## src/common/aed_pkg.sv

```systemverilog
// shared register map, field positions and reset values for the event debounce block
package aed_pkg;

    // ****************************************************************
    // data widths
    // ****************************************************************
    localparam int AED_REG_W    = 8;    // register byte width
    localparam int AED_ADDR_W   = 8;    // register address width
    localparam int AED_AXIS_W   = 14;   // signed accelerometer sample width
    localparam int AED_THS_W    = 13;   // unsigned magnitude threshold width
    localparam int AED_CNT_W    = 8;    // debounce count width
    localparam int AED_SUM_W    = 32;   // sum of three squared differences

    // ****************************************************************
    // register offsets
    // ****************************************************************
    localparam logic [7:0] AED_ADDR_INT_SOURCE = 8'h0c;  // read clears latched flag
    localparam logic [7:0] AED_ADDR_FFMT_COUNT = 8'h18;  // freefall/motion debounce count
    localparam logic [7:0] AED_ADDR_VECM_CFG   = 8'h5f;  // magnitude change config
    localparam logic [7:0] AED_ADDR_VECM_THS_H = 8'h60;  // clear mode and threshold msbs
    localparam logic [7:0] AED_ADDR_VECM_THS_L = 8'h61;  // threshold lsbs
    localparam logic [7:0] AED_ADDR_VECM_CNT   = 8'h62;  // magnitude debounce count
    localparam logic [7:0] AED_ADDR_INITX_H    = 8'h63;  // initial x reference msbs
    localparam logic [7:0] AED_ADDR_INITX_L    = 8'h64;
    localparam logic [7:0] AED_ADDR_INITY_H    = 8'h65;
    localparam logic [7:0] AED_ADDR_INITY_L    = 8'h66;
    localparam logic [7:0] AED_ADDR_INITZ_H    = 8'h67;
    localparam logic [7:0] AED_ADDR_INITZ_L    = 8'h68;

    // ****************************************************************
    // field positions
    // ****************************************************************
    localparam int AED_CFG_ELE_BIT   = 6;  // latch enable
    localparam int AED_CFG_INITM_BIT = 5;  // reference init source
    localparam int AED_CFG_UPDM_BIT  = 4;  // reference update mode
    localparam int AED_CFG_EN_BIT    = 3;  // function enable
    localparam int AED_THS_DBCNTM_BIT = 7; // magnitude counter clear mode
    localparam logic [7:0] AED_CFG_MASK    = 8'h78;  // writable cfg bits
    localparam logic [7:0] AED_THS_H_MASK  = 8'h9f;  // clear mode plus threshold[12:8]
    localparam logic [7:0] AED_INIT_H_MASK = 8'h3f;  // initial value [13:8]

    // ****************************************************************
    // reset values
    // ****************************************************************
    localparam logic [7:0] AED_RST_BYTE = 8'h00;  // every register resets to zero
    localparam logic [7:0] AED_RD_UNMAPPED = 8'h00;  // answer to any other address

    // ****************************************************************
    // sample step: one output sample period per count
    // ****************************************************************
    localparam int AED_STEP_800HZ_US = 1250;  // time step at 800 Hz
    localparam int AED_STEP_400HZ_US = 2500;  // time step at 400 Hz

endpackage : aed_pkg

```

## src/verilog/aed_debounce_counter.sv

```systemverilog
// saturating debounce counter with clear or decrement recovery and a hysteretic active flag
module aed_debounce_counter #(
    parameter int CNT_W = 8  // counter and limit width
) (
    input  wire logic             i_clk_sys,    // system clock
    input  wire logic             i_reset,      // synchronous reset, active high
    input  wire logic             i_step,       // one debounce time step
    input  wire logic             i_hold_clear, // forces counter and flag to zero
    input  wire logic             i_cond,       // event condition at this sample
    input  wire logic             i_clear_mode, // 1: clear on false, 0: decrement
    input  wire logic [CNT_W-1:0] i_limit,      // programmed debounce count
    output logic      [CNT_W-1:0] o_count,      // current count
    output logic                  o_active      // debounced event level
);

    logic [CNT_W-1:0] next_count;  // count after this step

    // ****************************************************************
    // next count
    // ****************************************************************
    // while the condition holds, a lowered limit pulls a larger count straight down to it
    always_comb
    begin
        if (i_cond)
        begin
            if (o_count < i_limit)
                next_count = o_count + 1'b1;
            else
                next_count = i_limit;
        end
        else if (i_clear_mode)
            next_count = '0;
        else if (o_count != '0)
            next_count = o_count - 1'b1;
        else
            next_count = '0;
    end

    // ****************************************************************
    // count register, updated only on a step, zeroed at once by hold clear
    // ****************************************************************
    always_ff @(posedge i_clk_sys)
    begin
        if (i_reset || i_hold_clear)
            o_count <= '0;
        else if (i_step)
            o_count <= next_count;
    end

    // ****************************************************************
    // active flag: set on reaching the limit, cleared on decay to zero
    // ****************************************************************
    // the count governs both edges, so in decrement mode short dropouts do not clear the flag
    always_ff @(posedge i_clk_sys)
    begin
        if (i_reset || i_hold_clear)
            o_active <= 1'b0;
        else if (i_step)
        begin
            if (i_cond && next_count == i_limit)
                o_active <= 1'b1;
            else if (next_count == '0 && !i_cond)
                o_active <= 1'b0;
        end
    end

endmodule : aed_debounce_counter

```

## src/verilog/aed_event_debounce.sv

```systemverilog
// freefall/motion debounce stage and vector-magnitude change function
//
// What this block does
// - set freefall/motion flag when count reaches limit
// - freefall/motion counter saturates at programmed count
// - one count lasts one output sample period
// - hybrid mode halves rate, doubling each step
// - clear mode: zero counter, else decrement
// - flag when distance exceeds threshold past debounce
// - magnitude threshold is 13-bit unsigned
// - magnitude debounce equals count times sample period
// - magnitude counter decrements or clears below threshold
// - reference values never readable by host
// - unlatched flag follows debounced condition both ways
// - latched flag held until source register read
// - reference from current data or init registers
// - update mode 0 reloads reference on trigger
// - update mode 1 keeps enable-time reference
// - both bits set: init writes act immediately
// - enable bit starts function, resets disabled
module aed_event_debounce
    import aed_pkg::*;
(
    input  wire logic                        i_clk_sys,        // 100 MHz system clock
    input  wire logic                        i_reset,          // synchronous, active high
    input  wire logic [aed_pkg::AED_ADDR_W-1:0] i_reg_addr,    // register address
    input  wire logic [aed_pkg::AED_REG_W-1:0]  i_reg_wdata,   // register write data
    input  wire logic                        i_reg_wr,         // write strobe
    input  wire logic                        i_reg_rd,         // read strobe
    output logic      [aed_pkg::AED_REG_W-1:0]  o_reg_rdata,   // registered read data
    input  wire logic                        i_sample_tick,    // new output sample this cycle
    input  wire logic                        i_hybrid_mode,    // both sensors active
    input  wire logic signed [aed_pkg::AED_AXIS_W-1:0] i_accel_x, // current x output
    input  wire logic signed [aed_pkg::AED_AXIS_W-1:0] i_accel_y, // current y output
    input  wire logic signed [aed_pkg::AED_AXIS_W-1:0] i_accel_z, // current z output
    input  wire logic                        i_ffmt_condition, // freefall/motion condition
    input  wire logic                        i_ffmt_clear_mode,// freefall/motion clear mode
    output logic                             o_ffmt_event,     // freefall/motion flag
    output logic      [aed_pkg::AED_CNT_W-1:0]  o_ffmt_count,  // freefall/motion count
    output logic                             o_vecm_event      // magnitude change flag
);

    import aed_pkg::*;

    // ****************************************************************
    // registers
    // ****************************************************************
    logic [AED_REG_W-1:0] ffmt_count_limit;  // freefall/motion debounce count
    logic [AED_REG_W-1:0] vecm_cfg;          // magnitude change config
    logic [AED_REG_W-1:0] vecm_ths_h;        // clear mode and threshold msbs
    logic [AED_REG_W-1:0] vecm_ths_l;        // threshold lsbs
    logic [AED_REG_W-1:0] vecm_cnt;          // magnitude debounce count
    logic [AED_REG_W-1:0] init_x_h;          // initial reference bytes
    logic [AED_REG_W-1:0] init_x_l;
    logic [AED_REG_W-1:0] init_y_h;
    logic [AED_REG_W-1:0] init_y_l;
    logic [AED_REG_W-1:0] init_z_h;
    logic [AED_REG_W-1:0] init_z_l;

    // ****************************************************************
    // derived fields
    // ****************************************************************
    logic                         cfg_ele;      // latch enable
    logic                         cfg_initm;    // init source
    logic                         cfg_updm;     // update mode
    logic                         cfg_en;       // function enable
    logic                         vecm_dbcntm;  // magnitude clear mode
    logic [AED_THS_W-1:0]         vecm_ths;     // 13-bit threshold
    logic signed [AED_AXIS_W-1:0] init_x;       // assembled initial references
    logic signed [AED_AXIS_W-1:0] init_y;
    logic signed [AED_AXIS_W-1:0] init_z;

    assign cfg_ele     = vecm_cfg[AED_CFG_ELE_BIT];
    assign cfg_initm   = vecm_cfg[AED_CFG_INITM_BIT];
    assign cfg_updm    = vecm_cfg[AED_CFG_UPDM_BIT];
    assign cfg_en      = vecm_cfg[AED_CFG_EN_BIT];
    assign vecm_dbcntm = vecm_ths_h[AED_THS_DBCNTM_BIT];
    assign vecm_ths    = {vecm_ths_h[4:0], vecm_ths_l};
    assign init_x      = {init_x_h[5:0], init_x_l};
    assign init_y      = {init_y_h[5:0], init_y_l};
    assign init_z      = {init_z_h[5:0], init_z_l};

    // ****************************************************************
    // register writes
    // ****************************************************************
    // undefined bits are masked so they always read back as zero
    always_ff @(posedge i_clk_sys)
    begin
        if (i_reset)
        begin
            ffmt_count_limit <= AED_RST_BYTE;
            vecm_cfg         <= AED_RST_BYTE;
            vecm_ths_h       <= AED_RST_BYTE;
            vecm_ths_l       <= AED_RST_BYTE;
            vecm_cnt         <= AED_RST_BYTE;
            init_x_h         <= AED_RST_BYTE;
            init_x_l         <= AED_RST_BYTE;
            init_y_h         <= AED_RST_BYTE;
            init_y_l         <= AED_RST_BYTE;
            init_z_h         <= AED_RST_BYTE;
            init_z_l         <= AED_RST_BYTE;
        end
        else if (i_reg_wr)
        begin
            if (i_reg_addr == AED_ADDR_FFMT_COUNT)
                ffmt_count_limit <= i_reg_wdata;
            else if (i_reg_addr == AED_ADDR_VECM_CFG)
                vecm_cfg <= i_reg_wdata & AED_CFG_MASK;
            else if (i_reg_addr == AED_ADDR_VECM_THS_H)
                vecm_ths_h <= i_reg_wdata & AED_THS_H_MASK;
            else if (i_reg_addr == AED_ADDR_VECM_THS_L)
                vecm_ths_l <= i_reg_wdata;
            else if (i_reg_addr == AED_ADDR_VECM_CNT)
                vecm_cnt <= i_reg_wdata;
            else if (i_reg_addr == AED_ADDR_INITX_H)
                init_x_h <= i_reg_wdata & AED_INIT_H_MASK;
            else if (i_reg_addr == AED_ADDR_INITX_L)
                init_x_l <= i_reg_wdata;
            else if (i_reg_addr == AED_ADDR_INITY_H)
                init_y_h <= i_reg_wdata & AED_INIT_H_MASK;
            else if (i_reg_addr == AED_ADDR_INITY_L)
                init_y_l <= i_reg_wdata;
            else if (i_reg_addr == AED_ADDR_INITZ_H)
                init_z_h <= i_reg_wdata & AED_INIT_H_MASK;
            else if (i_reg_addr == AED_ADDR_INITZ_L)
                init_z_l <= i_reg_wdata;
        end
    end

    // ****************************************************************
    // register reads
    // ****************************************************************
    // the working references have no address; only the init bytes read back
    always_ff @(posedge i_clk_sys)
    begin
        if (i_reset)
            o_reg_rdata <= AED_RD_UNMAPPED;
        else if (i_reg_rd)
        begin
            if (i_reg_addr == AED_ADDR_FFMT_COUNT)
                o_reg_rdata <= ffmt_count_limit;
            else if (i_reg_addr == AED_ADDR_VECM_CFG)
                o_reg_rdata <= vecm_cfg;
            else if (i_reg_addr == AED_ADDR_VECM_THS_H)
                o_reg_rdata <= vecm_ths_h;
            else if (i_reg_addr == AED_ADDR_VECM_THS_L)
                o_reg_rdata <= vecm_ths_l;
            else if (i_reg_addr == AED_ADDR_VECM_CNT)
                o_reg_rdata <= vecm_cnt;
            else if (i_reg_addr == AED_ADDR_INITX_H)
                o_reg_rdata <= init_x_h;
            else if (i_reg_addr == AED_ADDR_INITX_L)
                o_reg_rdata <= init_x_l;
            else if (i_reg_addr == AED_ADDR_INITY_H)
                o_reg_rdata <= init_y_h;
            else if (i_reg_addr == AED_ADDR_INITY_L)
                o_reg_rdata <= init_y_l;
            else if (i_reg_addr == AED_ADDR_INITZ_H)
                o_reg_rdata <= init_z_h;
            else if (i_reg_addr == AED_ADDR_INITZ_L)
                o_reg_rdata <= init_z_l;
            else
                o_reg_rdata <= AED_RD_UNMAPPED;
        end
    end

    // ****************************************************************
    // debounce step: every sample, every second one in hybrid mode
    // ****************************************************************
    logic hybrid_phase;  // toggles on each sample while hybrid
    logic step;          // one debounce time step

    always_ff @(posedge i_clk_sys)
    begin
        if (i_reset || !i_hybrid_mode)
            hybrid_phase <= 1'b0;
        else if (i_sample_tick)
            hybrid_phase <= ~hybrid_phase;
    end

    assign step = i_sample_tick && (!i_hybrid_mode || hybrid_phase);

    // ****************************************************************
    // freefall/motion debounce
    // ****************************************************************
    aed_debounce_counter #(
        .CNT_W        (AED_CNT_W)
    ) u_ffmt_counter (
        .i_clk_sys    (i_clk_sys),
        .i_reset      (i_reset),
        .i_step       (step),
        .i_hold_clear (1'b0),
        .i_cond       (i_ffmt_condition),
        .i_clear_mode (i_ffmt_clear_mode),
        .i_limit      (ffmt_count_limit),
        .o_count      (o_ffmt_count),
        .o_active     (o_ffmt_event)
    );

    // ****************************************************************
    // vector-magnitude comparison
    // ****************************************************************
    logic signed [AED_AXIS_W-1:0] ref_x;      // working references, internal only
    logic signed [AED_AXIS_W-1:0] ref_y;
    logic signed [AED_AXIS_W-1:0] ref_z;
    logic [AED_SUM_W-1:0]         dist_sq;    // squared distance
    logic [AED_SUM_W-1:0]         ths_sq;     // squared threshold
    logic                         vecm_cond;  // distance above threshold

    // square of the difference of two 14-bit signed values
    function automatic logic [AED_SUM_W-1:0] sq_diff(
        input logic signed [AED_AXIS_W-1:0] a,
        input logic signed [AED_AXIS_W-1:0] b
    );
        logic signed [AED_AXIS_W:0]     d;
        logic signed [2*AED_AXIS_W+1:0] p;
        d = {a[AED_AXIS_W-1], a} - {b[AED_AXIS_W-1], b};
        p = d * d;
        sq_diff = AED_SUM_W'(p[2*AED_AXIS_W-1:0]);  // zero-extend the 28-bit square
    endfunction : sq_diff

    // no square root: both sides are non-negative, so squaring keeps order
    assign dist_sq = sq_diff(i_accel_x, ref_x) + sq_diff(i_accel_y, ref_y)
                   + sq_diff(i_accel_z, ref_z);
    // operands widened first so the product is formed at full width
    assign ths_sq    = {6'h00, 26'(vecm_ths) * 26'(vecm_ths)};
    assign vecm_cond = dist_sq > ths_sq;

    // ****************************************************************
    // magnitude debounce
    // ****************************************************************
    logic vecm_active;    // debounced magnitude level
    logic vecm_active_q;  // previous level, for trigger edge
    logic vecm_trigger;   // rising edge of debounced level

    aed_debounce_counter #(
        .CNT_W        (AED_CNT_W)
    ) u_vecm_counter (
        .i_clk_sys    (i_clk_sys),
        .i_reset      (i_reset),
        .i_step       (step),
        .i_hold_clear (!cfg_en),
        .i_cond       (vecm_cond),
        .i_clear_mode (vecm_dbcntm),
        .i_limit      (vecm_cnt),
        .o_count      (),
        .o_active     (vecm_active)
    );

    always_ff @(posedge i_clk_sys)
    begin
        if (i_reset)
            vecm_active_q <= 1'b0;
        else
            vecm_active_q <= vecm_active;
    end

    assign vecm_trigger = vecm_active && !vecm_active_q;

    // ****************************************************************
    // reference load and update
    // ****************************************************************
    logic en_q;        // enable seen last cycle
    logic en_rise;     // function just enabled

    always_ff @(posedge i_clk_sys)
    begin
        if (i_reset)
            en_q <= 1'b0;
        else
            en_q <= cfg_en;
    end

    assign en_rise = cfg_en && !en_q;

    always_ff @(posedge i_clk_sys)
    begin
        if (i_reset)
        begin
            ref_x <= '0;
            ref_y <= '0;
            ref_z <= '0;
        end
        else if ((en_rise || cfg_updm) && cfg_initm && cfg_en)
        begin
            // host-written values; with update mode set they track writes live
            ref_x <= init_x;
            ref_y <= init_y;
            ref_z <= init_z;
        end
        else if (en_rise || (cfg_en && !cfg_updm && vecm_trigger))
        begin
            // capture current output at enable, or at each trigger in update mode 0
            ref_x <= i_accel_x;
            ref_y <= i_accel_y;
            ref_z <= i_accel_z;
        end
        // update mode set without init mode keeps enable-time references
    end

    // ****************************************************************
    // magnitude event flag
    // ****************************************************************
    logic vecm_latched;   // sticky flag for latch mode
    logic src_read;       // host read of the interrupt source

    assign src_read = i_reg_rd && (i_reg_addr == AED_ADDR_INT_SOURCE);

    // a trigger in the same cycle as the clearing read wins
    always_ff @(posedge i_clk_sys)
    begin
        if (i_reset || !cfg_en)
            vecm_latched <= 1'b0;
        else if (vecm_trigger)
            vecm_latched <= 1'b1;
        else if (src_read)
            vecm_latched <= 1'b0;
    end

    assign o_vecm_event = cfg_ele ? vecm_latched : vecm_active;

endmodule : aed_event_debounce

```

## config.mk

```make
export PLATFORM = sky130hd
export DESIGN_NAME = aed_event_debounce
export DESIGN_NICKNAME = d
export VERILOG_FILES = /design/src/common/aed_pkg.sv /design/src/verilog/aed_debounce_counter.sv /design/src/verilog/aed_event_debounce.sv
export SDC_FILE = /design/constraint.sdc
export NUM_CORES = 2
export LEC_CHECK = 0
export ABC_AREA = 1
export BUFFER_PORTS_ARGS = -buffer_cell sky130_fd_sc_hd__buf_2
export CORE_UTILIZATION = 60
export CTS_CLUSTER_DIAMETER = 60
export DETAILED_ROUTE_END_ITERATION = 10
export PLACE_DENSITY = 0.8
export SLEW_MARGIN = 20
export SYNTH_ARGS = -nofsm -noshare
export SYNTH_HDL_FRONTEND = slang
export SYNTH_SLANG_ARGS = --single-unit
```

## constraint.sdc

```tcl
create_clock -name i_clk_sys -period 15.4 [get_ports i_clk_sys]
set_clock_uncertainty 0.05 [all_clocks]
set_input_delay 3.08 -clock i_clk_sys [delete_from_list [all_inputs] [get_ports i_clk_sys]]
set_output_delay 3.08 -clock i_clk_sys [all_outputs]
set_load 0.005 [all_outputs]
```

# After elaboration in Yosys (flattened, before gate mapping)
# Index checks and enable logic that the tools add are counted.
[totals] out_inout_bits=18 ff_bits=148
[classes] eq_ne=14 multipliers=4 magnitude_cmp=3 n_bitwise=11 addsub=9 n_reduce_logical=45 mux=32
[ops] op="$mux W8" n=19
[ops] op="$mul A15 B15 Y28" n=3
[ops] op="$mux W14" n=6
[ops] op="$eq A8 B7 Y1 const B" n=10
[ops] op="$sub A14 B14 Y15" n=3
[ops] op="$add A29 B28 Y30" n=1
[ops] op="$gt A30 B26 Y1" n=1
[ops] op="$add A28 B28 Y29" n=1
[ops] op="$mul A13 B13 Y26" n=1
[ops] op="$add A8 B1 Y8 const B" n=2
[ops] op="$eq A8 B8 Y1" n=2
[ops] op="$logic_not A8 Y1" n=2
[ops] op="$lt A8 B8 Y1" n=2
[ops] op="$reduce_bool A8 Y1" n=2
[ops] op="$sub A8 B1 Y8 const B" n=2
[ops] op="$logic_and A1 B1 Y1" n=12
[ops] op="$reduce_and A12 Y1" n=1
[ops] op="$not A1 Y1" n=11
[ops] op="$reduce_and A11 Y1" n=1
[ops] op="$reduce_and A10 Y1" n=1
[ops] op="$reduce_and A9 Y1" n=1
[ops] op="$eq A8 B4 Y1 const B" n=1
[ops] op="$eq A8 B5 Y1 const B" n=1
[ops] op="$reduce_and A8 Y1" n=1
[ops] op="other kinds (10)" n=31

# Longest topological paths before layout
[depth] ltp_word=12 depth_mapped=69

# By module
# A second synthesis with hierarchy kept.
[hier_totals] cells_unflattened=5294 area_unflattened_um2=39905.8
[modules_own_cells] mod="aed_event_debounce" cells_per_inst=4872 area_each_um2=37470.9 instances=1
[modules_own_cells] mod="aed_debounce_counter" cells_per_inst=211 area_each_um2=1217.4 instances=2

# Least setup slack after synthesis
# OpenSTA, ideal clock, no wires.
[synth_timing] kind="input-to-reg" start="input port i_accel_y[0] (netlist name)" end="register u_vecm_counter.o_active" setup_ns=0.116 n_path_buf=2 path_stages=59 slack_ns=2.263 t_arrival_ns=12.971 cell_sequence="inv_1 ha_1 inv_1 fa_1 nand2_1 nand2_1 o21ai_0 o21ai_1 nand2_1 nand2_1 a21oi_2 nor2_1 nor2_1 xnor2_1 clkbuf_1 nand2_1 fa_1 fa_1 (+23 left out) a21oi_1 o31ai_1 xor2_1 ha_1 nand2_1 nor2_1 nand3_1 nor2_1 nand4_1 a21oi_4 nand2_4 buf_6 nand2_1 o21ai_2 nor3_2 a21oi_1 nor2_1 nor2_1"
[synth_between] elab_chain_len=10
[synth_lines] element="start, declared" line_no="aed_event_debounce.sv:34" text="input wire logic signed [aed_pkg::AED_AXIS_W-1:0] i_accel_y,"
[synth_lines] element="$sub A14 B14 Y15 (*)" line_no="aed_event_debounce.sv:217" text="d = {a[AED_AXIS_W-1], a} - {b[AED_AXIS_W-1], b};"
[synth_lines] element="$mul A15 B15 Y28 (*)" line_no="aed_event_debounce.sv:218" text="p = d * d;"
[synth_lines] element="$add A28 B28 Y29 (*)" line_no="aed_event_debounce.sv:223" text="assign dist_sq = sq_diff(i_accel_x, ref_x) + sq_diff(i_accel_y, ref_y)"
[synth_lines] element="$add A29 B28 Y30 (*)" line_no="aed_event_debounce.sv:224" text="+ sq_diff(i_accel_z, ref_z);"
[synth_lines] element="$gt A30 B26 Y1 (*)" line_no="aed_event_debounce.sv:227" text="assign vecm_cond = dist_sq > ths_sq;"
[synth_lines] element="$mux W8" line_no="aed_debounce_counter.sv:24" text="if (i_cond)"
[synth_lines] element="$eq A8 B8 Y1 / $logic_not A8 Y1 (equally long branches)" line_no="aed_debounce_counter.sv:60, aed_debounce_counter.sv:62"
[synth_lines] element="$logic_and A1 B1 Y1 (on tied branches)" line_no="aed_debounce_counter.sv:60, aed_debounce_counter.sv:62"
[synth_lines] element="$reduce_bool A2 Y1 (no source line)"
[synth_lines] element="$reduce_and A2 Y1 (no source line)"
[synth_lines] element="end signal, assigned" line_no="aed_debounce_counter.sv:57" text="o_active <= 1'b0;"
[synth_lines] element="end signal, assigned" line_no="aed_debounce_counter.sv:61" text="o_active <= 1'b1;"
[synth_lines] element="end signal, assigned" line_no="aed_debounce_counter.sv:63" text="o_active <= 1'b0;"
[synth_lines] element="end, declared" line_no="aed_debounce_counter.sv:13" text="output logic o_active"
# Mark *: on every way between the ends. The rest lies on a longest branch, timed or not.
# A chain may end at the register's enable or synchronous reset.

# Final worst setup path
[layout_timing] start="input port i_accel_z[0] (netlist name)" end="register u_vecm_counter.o_active"
[layout_between] elab_chain_len=9
[layout_lines] element="start, declared" line_no="aed_event_debounce.sv:35" text="input wire logic signed [aed_pkg::AED_AXIS_W-1:0] i_accel_z,"
[layout_lines] element="$sub A14 B14 Y15 (*)" line_no="aed_event_debounce.sv:217"
[layout_lines] element="$mul A15 B15 Y28 (*)" line_no="aed_event_debounce.sv:218"
[layout_lines] element="$add A29 B28 Y30 (*)" line_no="aed_event_debounce.sv:224"
[layout_lines] element="$gt A30 B26 Y1 (*)" line_no="aed_event_debounce.sv:227"
[layout_lines] element="$mux W8" line_no="aed_debounce_counter.sv:24"
[layout_lines] element="$eq A8 B8 Y1 / $logic_not A8 Y1 (equally long branches)" line_no="aed_debounce_counter.sv:60, aed_debounce_counter.sv:62"
[layout_lines] element="$logic_and A1 B1 Y1 (on tied branches)" line_no="aed_debounce_counter.sv:60, aed_debounce_counter.sv:62"
[layout_lines] element="$reduce_bool A2 Y1 (no source line)"
[layout_lines] element="$reduce_and A2 Y1 (no source line)"
# Marks and branches as above.

==> run metrics <==
wire length of the first global-routing pass=162000 um; worst relative slew slack=0.245; largest net degree at the start of global routing=96; hold path startpoint=ref_z[6]$_SDFFE_PP0P_; number of buffers added to fix hold violations after cts=0; reg2reg start=ref_z[0]$_SDFFE_PP0P_; total of flip-flops plus latches after synthesis=148; number of standard cells in the final layout excluding fillers=5681; most frequently used flop master after synthesis=dfxtp_1; capture endpoint of the worst hold path=ref_z[6]$_SDFFE_PP0P_; part of the Yosys area used for sequential elements=0.0780; cell area after synthesis=38000 sq um; Layout Utilization=0.642; number of cells in the design after placement=5644; wl on met1=40800 um; setup repair after global routing missed its margin=false; number of I/O pins=84; highest routed layer=met4; initial standard-cell utilization of the core=0.611; die height=254 um; die span in x=254 um; most common library cell in the layout ignoring fill and taps=inv_1; transition time of the tightest slew-check pin=1130 ps; GRT overflow=0; latest clock arrival within the worst-skew pair=440 ps; total placed instance area=39300 sq um; worst-path fanout max=17; standard-cell rows=91; area of the core=62200 sq um; synthesized netlist net count=5947; total global-route track usage=0.321; most frequent cells in the layout=1329 x inv_1, 689 x fa_1, 615 x nand2_1; distinct cell type count after synthesis=60; area of all sequential standard cells=2960 sq um; slowest cell delay on critical path=580 ps; Total Die Area=64300 sq um; Req. time, crit path=15730 ps; count of flip-flops with a built-in enable after synthesis=0; post-cts gate resize count=0; endpoint class of the critical path=flip-flop; depth of the CTS H-tree=4; initial detailed-routing violation count=2739; Synth async-reset ratio=0; fraction of layout cells with a size suffix above 1=0.0440; average cell area after synthesis=7.94 sq um; Hold Path Cell Cnt=2; reported max-cap violation count=0; worst flop-to-flop path endpoint=u_vecm_counter.o_active$_SDFFE_PP0P_; count of nets after finishing=5988; cells on worst reg2reg path=54; area of combinational cells with multiple inputs=29600 sq um; met3 layer wire length in the routed design=8170 um; HPWL after DPL=83400 um; fmax=0.0690 GHz; worst min-delay path class=reg2reg; setup_tns=0 ps; instance count of the mapped netlist=4785; routed length on met2=45900 um; total DRC errors in the routed layout=0; kind of start point of the critical path=input pin; start-to-end type of the worst setup path=in2reg; final weighted congestion in routability-driven placement=1.03; TritonCTS clock tree=built; total via count in the routed design=31103; Worst R2R Setup Slack=3370 ps; buffers added on ports=83; final count of hold timing violations=0; clock root buffer master=clkbuf_16; worst-path cell with the longest stage delay=fa_1; library cell appearing most often on the critical path=nor2_1; FILL cells=5307; Post-CTS Repair Setup Buffers=0; detailed-router iteration count before antenna repair=6; clock-pin transition on the worst setup and hold timing paths=60 ps; number of nets with antenna violations after routing=0; Max clock buf depth=2; Inserted Clock Buffers=17; outcome=complete, no violations; Final Max Tran Viols=0; Num Clock Sinks=148; via/cell ratio=5.47; layout overhead on the synthesized area=5.00%; initial antenna violation count=5; YS warnings=0; via count of the first global-routing pass=31659; final wirelength=98700 um; share of the cycle needed by the critical path after routing=0.941; min cycle time layout=14490 ps; Setup violations, final=0; worst setup path startpoint=i_accel_z[0]; detailed-route wire length per cell=17.4 um; crit path DAT=14810 ps; final instance area=39900 sq um
## synth_stat cells (all sizes together) (2+ instances only)
master | instances | share of area
xnor2 | 88 | 0.020
and2 | 2 | 0.00033
o31ai | 4 | 0.0013
a21boi | 11 | 0.0022
clkinv | 9 | 0.00089
fa | 689 | 0.36
nand3b | 2 | 0.00039
a21oi | 275 | 0.037
ha | 407 | 0.13
inv | 1336 | 0.13
nor2 | 416 | 0.042
xor2 | 115 | 0.027
a221oi | 5 | 0.0012
o2111ai | 5 | 0.0012
a211oi | 65 | 0.013
nand3 | 90 | 0.012
dfxtp | 148 | 0.078
o21bai | 15 | 0.0030
buf | 21 | 0.0031
o21a | 5 | 0.00099
a31oi | 24 | 0.0040
or2 | 15 | 0.0025
o22ai | 11 | 0.0018
nor4 | 10 | 0.0022
o211ai | 18 | 0.0036
nor3 | 27 | 0.0038
nand2 | 627 | 0.063
a21o | 13 | 0.0026
nand4 | 33 | 0.0054
o21ai | 212 | 0.028
clkbuf | 74 | 0.0076
o311ai | 2 | 0.00046
o221ai | 7 | 0.0016
## through the flow
stage | hold slack [ps] | worst slack (ps)
6_report | 432 | 914
5_1_grt | 449 | 204
4_1_cts | 432 | 1110
3_5_place_dp | 418 | 696
3_3_place_gp | 409 | 1040
2_1_floorplan | 388 | 2260
## layout make-up
cell class              count  area share
inverters                1345       0.127
repair buffers            118      0.0170
well taps                 837      0.0262
clock buffers              21      0.0120
diodes                      5    0.000314
multi-input cells        3196       0.741
clock inverters            11     0.00226
flip-flops and latches    148      0.0743
## state kept, by name, summed over array words and instances, names as in the netlist, 4 cells and up
name,flops
vecm_cnt,8
init_x_l,8
u_ffmt_counter.o_count,8
init_y_l,8
vecm_cfg,4
vecm_ths_l,8
init_x_h,6
vecm_ths_h,6
o_reg_rdata,8
u_vecm_counter.o_count,8
init_y_h,6
ref_y,14
init_z_h,6
ref_z,14
init_z_l,8
ref_x,14
ffmt_count_limit,8
## cell families (layout without fill, tap and decap cells)
logic type,Yosys count,after routing,synth area share
buffers and inverters,1441,1495,0.144
flip-flops,148,148,0.0780
AO/OA/AOI/OAI,675,675,0.103
AND/OR/NAND/NOR,1222,1222,0.131
adder cells (fa/ha/maj),1096,1096,0.497
XOR/XNOR,203,203,0.0472
other,0,5,0
## worst max-delay path: cells and delay by family
| family | cells | cell delay, ps |
|---|---|---|
| adders and majority gates | 12 | 5200 |
| AOI/OAI and AO/OA | 11 | 2450 |
| and+or+nand+nor | 23 | 2410 |
| buffers and inverters | 7 | 850 |
| xor gates and xnor gates | 3 | 790 |
## routing by layer
layer | up-vias | global-route usage
met5 | - | 0
met2 | 1324 | 0.521
met1 | 15010 | 0.437
met4 | 0 | 0.115
met3 | 219 | 0.0483
li1 | 14550 | -
## how the worst max path moves through the flow
stage               cells after the start                              endpoint  slack, ps
detailed placement                     56  u_vecm_counter.o_active$_SDFFE_PP0P_        700
global route                           60  u_vecm_counter.o_active$_SDFFE_PP0P_        200
global placement                       56  u_vecm_counter.o_active$_SDFFE_PP0P_       1040
finish                                 56  u_vecm_counter.o_active$_SDFFE_PP0P_        910
floorplan                              59  u_vecm_counter.o_active$_SDFFE_PP0P_       2260
CTS                                    56  u_vecm_counter.o_active$_SDFFE_PP0P_       1110
Power is not shown: default switching activity piles up to over one toggle a cycle in this logic, so the estimate is an artifact.
